File: config.mk
export PLATFORM = sky130hd
export DESIGN_NAME = wss_sequencer
export DESIGN_NICKNAME = d
export VERILOG_FILES = /design/src/rtl/wss_sequencer.v
export VERILOG_INCLUDE_DIRS = /design/src /design/src/common
export SDC_FILE = /design/constraint.sdc
export NUM_CORES = 1
export LEC_CHECK = 0
export ABC_AREA = 1
export BUFFER_PORTS_ARGS = -buffer_cell sky130_fd_sc_hd__buf_2
export CORE_UTILIZATION = 31
export CTS_CLUSTER_DIAMETER = 200
export DETAILED_ROUTE_END_ITERATION = 10
export SLEW_MARGIN = 40
export SYNTH_ARGS = -nofsm -noshare
export SYNTH_HDL_FRONTEND = slang
export SYNTH_SLANG_ARGS = --single-unit
File: constraint.sdc
create_clock -name clock_i -period 2.2 [get_ports clock_i]
set_input_delay 0.44 -clock clock_i [delete_from_list [all_inputs] [get_ports clock_i]]
set_output_delay 0.44 -clock clock_i [all_outputs]
set_load 0.01 [all_outputs]
File: src/common/wss_defines.vh
`ifndef WSS_DEFINES_VH
`define WSS_DEFINES_VH

// =====================================================================
// register map
`define WSS_ADDR_W 8
`define WSS_SLOT_FIRST 8'h0f
`define WSS_SLOT_THREE 8'h11
`define WSS_SLOT_FOUR 8'h12
`define WSS_SLOT_LAST 8'h16
`define WSS_SLOT_COUNT 8
`define WSS_SLOT_RESET 8'h00
`define WSS_UNMAPPED_READ 8'h00

// =====================================================================
// entry fields
`define WSS_DELAY_SEL_BIT 7
`define WSS_VALUE_MSB 6
`define WSS_VALUE_LSB 0

// =====================================================================
// timing
`define WSS_CLK_KHZ 25000
`define WSS_STEP_MS 10
`define WSS_STEP_CYCLES (`WSS_STEP_MS * `WSS_CLK_KHZ)
`define WSS_TICK_W 18

`endif

File: src/rtl/wss_sequencer.v
// Behaviour
// - delay-select set: entry is idle time
// - idle lasts value times 10 ms
// - delay-select clear: entry is waveform identifier
// - identifier indexes the waveform library
// - trigger starts playback at first slot
// - after waveform, advance to next slot
// - stop after eighth entry or zero
// - zero value stops the sequencer
// - bit 7 flag, bits 6-0 value, reset 0
`timescale 1ns/1ps
`include "wss_defines.vh"

module wss_sequencer #(
  parameter STEP_CYCLES = `WSS_STEP_CYCLES,
  parameter TICK_W = `WSS_TICK_W
) (
  input wire clock_i,
  input wire resetn_i,
  input wire ce_i,
  input wire [`WSS_ADDR_W-1:0] reg_addr_i,
  input wire reg_wr_i,
  input wire [7:0] reg_wdata_i,
  input wire reg_rd_i,
  output wire [7:0] reg_rdata_o,
  input wire go_i,
  input wire wave_done_i,
  output wire wave_start_o,
  output wire [6:0] wave_id_o,
  output wire busy_o,
  output wire idle_delay_o,
  output wire [2:0] cur_slot_o
);

  // ===================================================================
  // states
  localparam [3:0] ST_IDLE = 4'h1;
  localparam [3:0] ST_FETCH = 4'h2;
  localparam [3:0] ST_PLAY = 4'h4;
  localparam [3:0] ST_WAIT = 4'h8;
  localparam [TICK_W-1:0] TICK_ONE = {{(TICK_W-1){1'b0}}, 1'b1};

  // counts are cut to their register widths on purpose
  localparam [31:0] STEP_W32 = STEP_CYCLES;
  localparam [TICK_W-1:0] TICK_LAST = STEP_W32[TICK_W-1:0] - TICK_ONE;
  localparam [31:0] SLOT_LAST32 = `WSS_SLOT_COUNT - 1;
  localparam [2:0] SLOT_END = SLOT_LAST32[2:0];

  // idle -> fetch on go; fetch -> play, wait or idle by the entry
  // play -> fetch on done; wait -> fetch when the delay runs out; either -> idle instead at the last slot

  // ===================================================================
  // sequence table
  reg [7:0] slot_ff [0:`WSS_SLOT_COUNT-1];
  reg [7:0] rdata_ff;
  reg [7:0] nxt_rdata;
  wire [`WSS_ADDR_W-1:0] slot_off;
  wire addr_above_first;
  wire addr_below_last;
  wire addr_hit;
  wire [`WSS_SLOT_COUNT-1:0] slot_we;
  wire [`WSS_SLOT_COUNT-1:0] slot_delay_sel;
  wire [6:0] slot_value [0:`WSS_SLOT_COUNT-1];

  // slot index is the offset from the first slot address
  assign slot_off = reg_addr_i - `WSS_SLOT_FIRST;
  assign addr_above_first = (reg_addr_i >= `WSS_SLOT_FIRST);
  assign addr_below_last = (reg_addr_i <= `WSS_SLOT_LAST);
  assign addr_hit = addr_above_first && addr_below_last;

  // write strobes, one per slot
  genvar gi;
  generate
    for (gi = 0; gi < `WSS_SLOT_COUNT; gi = gi + 1) begin : g_slot
      assign slot_we[gi] = ce_i && reg_wr_i && addr_hit &&
                           (slot_off[2:0] == gi);
      assign slot_delay_sel[gi] = slot_ff[gi][`WSS_DELAY_SEL_BIT];
      assign slot_value[gi] = slot_ff[gi][`WSS_VALUE_MSB:`WSS_VALUE_LSB];

      always @(posedge clock_i or negedge resetn_i) begin
        if (!resetn_i) begin
          slot_ff[gi] <= `WSS_SLOT_RESET;
        end else if (slot_we[gi]) begin
          slot_ff[gi] <= reg_wdata_i;
        end
      end
    end
  endgenerate

  // ===================================================================
  // register read path
  // read data is registered; unmapped addresses read as zero
  always @* begin
    nxt_rdata = `WSS_UNMAPPED_READ;
    if (addr_hit) begin
      nxt_rdata = slot_ff[slot_off[2:0]];
    end
  end

  always @(posedge clock_i or negedge resetn_i) begin
    if (!resetn_i) begin
      rdata_ff <= `WSS_UNMAPPED_READ;
    end else if (ce_i && reg_rd_i) begin
      rdata_ff <= nxt_rdata;
    end
  end

  // ===================================================================
  // playback sequencer
  reg [3:0] state_ff;
  reg [3:0] nxt_state;

  reg [2:0] slot_idx_ff;
  reg [2:0] nxt_slot_idx;

  reg [6:0] delay_ff;
  reg [6:0] nxt_delay;

  reg [TICK_W-1:0] tick_ff;
  reg [TICK_W-1:0] nxt_tick;

  reg start_ff;
  reg nxt_start;

  reg [6:0] wave_id_ff;
  reg [6:0] nxt_wave_id;

  reg busy_ff;
  reg nxt_busy;

  wire entry_delay;
  wire [6:0] entry_val;
  wire entry_stop;
  wire slot_is_last;
  wire [2:0] slot_next;
  wire tick_wrap;
  wire delay_last;

  // ===================================================================
  // entry decode
  // the entry under the cursor, split into its two fields
  assign entry_delay = slot_delay_sel[slot_idx_ff];
  assign entry_val = slot_value[slot_idx_ff];

  // a zero value ends the sequence whatever its type
  assign entry_stop = (entry_val == 7'h00);

  // the eighth slot is the last one played
  assign slot_is_last = (slot_idx_ff == SLOT_END);
  assign slot_next = slot_idx_ff + 3'h1;

  // one wrap of the tick counter is one 10 ms step
  assign tick_wrap = (tick_ff == TICK_LAST);
  assign delay_last = (delay_ff == 7'h01);

  // ===================================================================
  // next-state logic
  always @* begin
    nxt_state = state_ff;
    nxt_slot_idx = slot_idx_ff;
    nxt_delay = delay_ff;
    nxt_tick = tick_ff;
    nxt_start = 1'b0;
    nxt_wave_id = wave_id_ff;
    nxt_busy = 1'b0;
    case (state_ff)
      // wait for the trigger
      ST_IDLE: begin
        if (go_i) begin
          nxt_slot_idx = 3'h0;
          nxt_state = ST_FETCH;
        end
      end
      // look at the entry under the cursor
      ST_FETCH: begin
        if (entry_stop) begin
          nxt_state = ST_IDLE;
        end else if (entry_delay) begin
          // delay entry: idle for value steps
          nxt_delay = entry_val;
          nxt_tick = {TICK_W{1'b0}};
          nxt_state = ST_WAIT;
        end else begin
          nxt_wave_id = entry_val;
          nxt_start = 1'b1;
          nxt_state = ST_PLAY;
        end
      end
      // the library plays the waveform
      ST_PLAY: begin
        if (wave_done_i) begin
          if (slot_is_last) begin
            nxt_state = ST_IDLE;
          end else begin
            nxt_slot_idx = slot_next;
            nxt_state = ST_FETCH;
          end
        end
      end
      // count the delay one step at a time
      ST_WAIT: begin
        if (tick_wrap) begin
          nxt_tick = {TICK_W{1'b0}};
          nxt_delay = delay_ff - 7'h01;
          if (delay_last) begin
            if (slot_is_last) begin
              nxt_state = ST_IDLE;
            end else begin
              nxt_slot_idx = slot_next;
              nxt_state = ST_FETCH;
            end
          end
        end else begin
          nxt_tick = tick_ff + TICK_ONE;
        end
      end
      default: begin
        nxt_state = ST_IDLE;
      end
    endcase
    // busy is registered so the port comes from a flop
    nxt_busy = (nxt_state != ST_IDLE);
  end

  // ===================================================================
  // state registers
  // every register below holds still while ce_i is low

  always @(posedge clock_i or negedge resetn_i) begin
    if (!resetn_i) begin
      state_ff <= ST_IDLE;
    end else if (ce_i) begin
      state_ff <= nxt_state;
    end
  end

  // cursor into the sequence table
  always @(posedge clock_i or negedge resetn_i) begin
    if (!resetn_i) begin
      slot_idx_ff <= 3'h0;
    end else if (ce_i) begin
      slot_idx_ff <= nxt_slot_idx;
    end
  end

  // remaining 10 ms steps of a delay entry
  always @(posedge clock_i or negedge resetn_i) begin
    if (!resetn_i) begin
      delay_ff <= 7'h00;
    end else if (ce_i) begin
      delay_ff <= nxt_delay;
    end
  end

  // cycles within the current step
  always @(posedge clock_i or negedge resetn_i) begin
    if (!resetn_i) begin
      tick_ff <= {TICK_W{1'b0}};
    end else if (ce_i) begin
      tick_ff <= nxt_tick;
    end
  end

  // start strobe towards the waveform library
  always @(posedge clock_i or negedge resetn_i) begin
    if (!resetn_i) begin
      start_ff <= 1'b0;
    end else if (ce_i) begin
      start_ff <= nxt_start;
    end
  end

  // library index, held until the next start
  always @(posedge clock_i or negedge resetn_i) begin
    if (!resetn_i) begin
      wave_id_ff <= 7'h00;
    end else if (ce_i) begin
      wave_id_ff <= nxt_wave_id;
    end
  end

  // high from the first fetch until the sequence ends
  always @(posedge clock_i or negedge resetn_i) begin
    if (!resetn_i) begin
      busy_ff <= 1'b0;
    end else if (ce_i) begin
      busy_ff <= nxt_busy;
    end
  end

  // ===================================================================
  // outputs
  // every port is driven straight from a register
  assign reg_rdata_o = rdata_ff;
  assign wave_start_o = start_ff;
  assign wave_id_o = wave_id_ff;
  assign busy_o = busy_ff;
  assign idle_delay_o = state_ff[3];
  assign cur_slot_o = slot_idx_ff;

endmodule // wss_sequencer

After elaboration in Yosys (flattened, before gate mapping). Cells that the tools add are included. W data, S select, Z words.

Flip-flop bits (word level): 113. Latch bits: 0. Bits in writable memories: 0. Memory bits (read-only): 0. Input bits: 23. Output and inout bits: 21. Word-level logic and storage cells: 104. Memories: 0.

Add/subtract/negate cells: 4. Multiply operators: 0. Div/mod/pow operators: 0. $lt $le $gt $ge: 5. Equality and inequality tests: 21. Shifts and indexed selects: 0. Muxes and demuxes: 34. Bitwise logic cells: 4. Reduce and logical (&&, ||, !) cells: 20.

Operators with widths (count): $mux W18 (3); $pmux W18 S2 (1); $mux W7 (5); $bmux W8 S3 (1); $mux W4 (6); $mux W8 (3); $bmux W7 S3 (1); $add A18 B1 Y18 const B (1); $eq A18 B18 Y1 const B (1); $pmux W4 S4 (1); $eq A3 B3 Y1 const B (5); $mux W3 (5); $pmux W7 S2 (1); $logic_and A1 B1 Y1 (12); $ne A2 B2 Y1 const B (6); $pmux W3 S3 (1); $ge A4 B4 Y1 const B (2); $ge A8 B4 Y1 const B (1); $le A8 B5 Y1 const B (1); $not A3 Y4 (2); $reduce_and A4 Y1 (2); $eq A7 B1 Y1 const B (1); $logic_not A7 Y1 (1); $sub A7 B1 Y7 const B (1); 19 further kinds (24).

Longest topological paths before layout.
Depth after elaboration: 8. Gate-level depth with buffers: 14. Gate-level depth less buffers: 13.

Worst setup path after synthesis. Ideal clock, no wire load.

Path type: input to register. Start: input port reg_addr_i[0]. End: register slot_ff[53] in the netlist's numbering. Data arrival time: 2.333 ns. Required time: 2.069 ns. Path slack: -0.264 ns. Stages: 14. Buffers on the path: 3. Path through: clkbuf_1 -> inv_1 -> clkbuf_1 -> ha_1 -> inv_1 -> nand2_1 -> nor2_1 -> o21ai_0 -> nand4_1 -> nor2_4 -> nand3_1 -> clkbuf_1 -> nand2_1 -> o21ai_0.

Word-level cells in the longest chain between the ends: 4. Elaborated cells on any way between the ends: 7. Classes of those cells: 1 x add/sub; 2 x order compare; 1 x eq/ne; 3 x reduce/logical.

Ends and longest elaborated chain: start: declaration (line wss_sequencer.v:21) `` input wire [`WSS_ADDR_W-1:0] reg_addr_i, ``; $ge A8 B4 Y1 (no source line) / $le A8 B5 Y1 (equally long branches); $logic_and A1 B1 Y1 (line wss_sequencer.v:69) `assign addr_hit = addr_above_first && addr_below_last;`; $logic_and A1 B1 Y1 (line wss_sequencer.v:75) `assign slot_we[gi] = ce_i && reg_wr_i && addr_hit &&`; $logic_and A1 B1 Y1 (*) (line wss_sequencer.v:75); end signal: indexed assignment (line wss_sequencer.v:82) `` slot_ff[gi] <= `WSS_SLOT_RESET; ``; end signal: indexed assignment (line wss_sequencer.v:84) `slot_ff[gi] <= reg_wdata_i;`; end: declaration (line wss_sequencer.v:54) `` reg [7:0] slot_ff [0:`WSS_SLOT_COUNT-1]; ``.

Every way passes the cells marked *; elsewhere a longest branch is shown, timed or not. A chain may end at the register's enable or synchronous reset.

Final worst setup path.
Start: register state_ff[0]. End: register delay_ff[5].

Word-level cells in the longest chain between the ends: 3. Elaborated cells on any way between the ends: 8. Classes of those cells: 5 x eq/ne; 1 x mux; 2 x reduce/logical.

Ends and longest elaborated chain: start: declaration (line wss_sequencer.v:110) `reg [3:0] state_ff;`; start signal: assignment (line wss_sequencer.v:233) `state_ff <= nxt_state;`; $eq A4 B2 Y1 / $eq A4 B4 Y1 (equally long branches) (line wss_sequencer.v:166) `case (state_ff)`; $ne A2 B2 Y1 (no source line) / $reduce_bool A2 Y1 (equally long branches); $reduce_and A5 Y1 (no source line); end signal: assignment (line wss_sequencer.v:251) `delay_ff <= nxt_delay;`; end: declaration (line wss_sequencer.v:116) `reg [6:0] delay_ff;`.

Several ways; a longest one is shown, not always the timed one.

==> results.py <==
metrics = {
    "run_status": {
        "outcome": "completed",
    },
    "route": {
        "wl_mm": 19.6,
        "via_per_inst": 5.03,
        "postRouteAntennaNets": 0,
        "dr.pass1.iters": 5,
        "drc_errors": 0,
        "wl_met1_mm": 9.34,
        "routedWlPerCell_um": 15.6,
        "drt-initial-drc-count": 505,
        "dr_wl_met3_um": 960,
        "dr_wl_met2_mm": 8.78,
        "dr_total_vias": 6303,
        "routed.top_layer": "met4",
    },
    "placed_design": {
        "place_ws_ns": 0.110,
        "port_buffers": 43,
        "placedCellCount": 1221,
        "gp_congestion": 0.904,
        "placed_area_mm2": 0.00738,
        "dp_hpwl_mm": 14.0,
    },
    "clocking": {
        "cts_max_path_buffers": 2,
        "cts-htree-levels": 4,
        "clk_pin_slew_ns": 0.05,
        "root_buffer": "clkbuf_16",
        "cts-buffers-inserted": 17,
        "post_cts_buffers": 0,
        "cts_tree": "done",
        "clk_latency_ns": 0.42,
        "cts_sinks": 113,
    },
    "yosys": {
        "synth.distinct_cells": 35,
        "synth-xor-area-share": 0.0121,
        "synth_compound_area_frac": 0.164,
        "synth_fp_nets": 944,
        "synthSimpleGateAreaFrac": 0.284,
        "yosys_warnings": 0,
        "syn_avg_cell_area_um2": 7.17,
        "synthCells": 911,
        "synth_seq_cells": 113,
        "synth_top_family_by_area": "simple AND/OR/NAND/NOR gates",
        "syn-cell-area_mm2": 0.00653,
        "synth_mux_area_frac": 0,
        "ys_seq_area_frac": 0.433,
        "synthAdderAreaFrac": 0.0192,
    },
    "power": {
        "powerDensity_mw_per_mm2": 827,
        "total_leakage_power_nw": 3.66,
        "vdd_drop_max_mv": 0.451,
        "p_total_mw": 6.63,
    },
    "die": {
        "core_mm2": 0.0204,
        "die_y_um": 147,
        "die_area_mm2": 0.0216,
        "io_pins": 44,
        "initial_utilization": 0.320,
        "die_x_um": 147,
        "std_cell_rows": 52,
    },
    "timing": {
        "worstMarginPinSlew_ns": 0.491,
        "layout_setup_ws_ns": 0.222,
        "drv_slew": 0,
        "fmax_mhz": 506,
        "fin_tns_setup_ns": 0,
        "rsz0062_at_grt": "false",
        "hold_slack_ns": 0.313,
        "hold_viol_final": 0,
        "finalSetupViolations": 0,
        "fin_crit_ns": 1.98,
        "slew_headroom": 0.669,
        "finClkSkew_ns": 0.0126,
        "fin_crit_sh": 0.899,
    },
    "critical_path": {
        "crit_type": "reg -> reg",
        "start_kind": "flip-flop",
        "reg2reg_depth": 8,
        "end_kind": "flip-flop",
        "critPathArrivalTime_ns": 2.28,
        "required_ns": 2.50,
        "worstPathMaxFanout": 7,
    },
    "layout": {
        "stdcell_count": 1253,
        "final_cell_mix": "nand2_1, o21ai_0, dfrtp_1",
        "fin_util": 0.393,
        "diodes": 0,
        "final_area_mm2": 0.00802,
        "syn2layout_area_growth_pct": 22.8,
        "drive_gt1_frac": 0.148,
        "final_net_count": 1004,
        "final_common_cell": "nand2_1",
    },
    "flow_run": {
        "max_cap_viol_count": 0,
    },
    "grt": {
        "antenna_found_initial": 0,
        "grt_pass1_vias": 6090,
        "grt_overflow": 0,
        "track_usage": 0.193,
        "grt_pass1_wl_mm": 32.6,
        "grt_max_degree": 44,
    },
    "hold_path": {
        "holdCritPathClass": "in -> reg",
        "hold_depth": 3,
    },
}
power by group:
group	internal (mW)	leakage (nW)	switching, mW
combinational	0.478	1.79	0.863
clock	1.98	0.306	0.986
sequential	2.22	1.56	0.104
total	4.68	3.66	1.95
Yosys cell counts, drive strengths merged:
cell    number  area share
nand2      269        0.16
o21ai      160        0.12
dfrtp      112        0.43
inv         97       0.056
nand3       68       0.054
nor2        65       0.040
a21oi       34       0.028
clkbuf      25       0.014
nand4       18       0.017
buf         14       0.017
ha          10       0.019
or2          8      0.0077
xor2         7      0.0094
nor3         5      0.0046
o211ai       5      0.0057
a22o         3      0.0040
nand3b       2      0.0023
o22ai        2      0.0019
xnor2        2      0.0027
a31o         1      0.0013
and2         1     0.00096
clkinv       1     0.00057
dfstp        1      0.0040
or3          1     0.00096
layer usage:
metal / track usage / up-vias
li1: - / 3088
met3: 0.0348 / 41
met5: 0 / -
met1: 0.268 / 2980
met4: 0.0814 / 0
met2: 0.292 / 194
cells by family after synthesis:
logic type               after synthesis
AO/OA/AOI/OAI                        205
buffers and inverters                137
XOR/XNOR                               9
AND/OR/NAND/NOR                      437
flip-flops                           113
adder cells (fa/ha/maj)               10
path summary, 6_finish.rpt:
kind                                         start                         to  slack (ns)
setup / recovery           state_ff[0]$_DFFE_PN1P_    delay_ff[5]$_DFFE_PN0P_        0.22
hold / removal                                ce_i    state_ff[0]$_DFFE_PN1P_        0.31
setup reg to reg           state_ff[0]$_DFFE_PN1P_    delay_ff[5]$_DFFE_PN0P_        0.22
hold reg to reg                 busy_o$_DFFE_PN0P_         busy_o$_DFFE_PN0P_        0.47
max in group asynchronous                 resetn_i    slot_ff[48]$_DFFE_PN0P_        1.06
min in group asynchronous                 resetn_i  cur_slot_o[1]$_DFFE_PN0P_        0.54
critical path: stages, from the launching register on:
cell	delay (ns)
dfstp_2	0.55
inv_1	0.09
nand3_1	0.15
clkinv_1	0.23
o21ai_0	0.39
a21oi_4	0.08
buf_4	0.18
nand4_1	0.11
nand2_1	0.07
sequential cells by signal, summed over array words and instances, names as in the netlist:
signal	count
slot_ff	56
tick_ff	18
reg_rdata_o	8
slot_delay_sel	8
delay_ff	7
wave_id_o	7
state_ff	4
cur_slot_o	3
busy_o	1
wave_start_o	1
layout make-up:
class	instances	area (µm²)
clock buffer	22	474
timing repair buffer	80	611
inverter	98	373
fill	2123	12400
multi-input combinational	661	3240
clock inverter	9	155
tap	270	338
sequential	113	2830
what timing repair did:
| item | in CTS | in global routing |
|---|---|---|
| setup endpoints to repair | 0 | 6 |
| endpoints found under the hold margin | 1 | 0 |
| hold buffers | 1 | 0 |
| gates resized for setup | 0 | 1 |
Power figures use the tool's default switching activity.
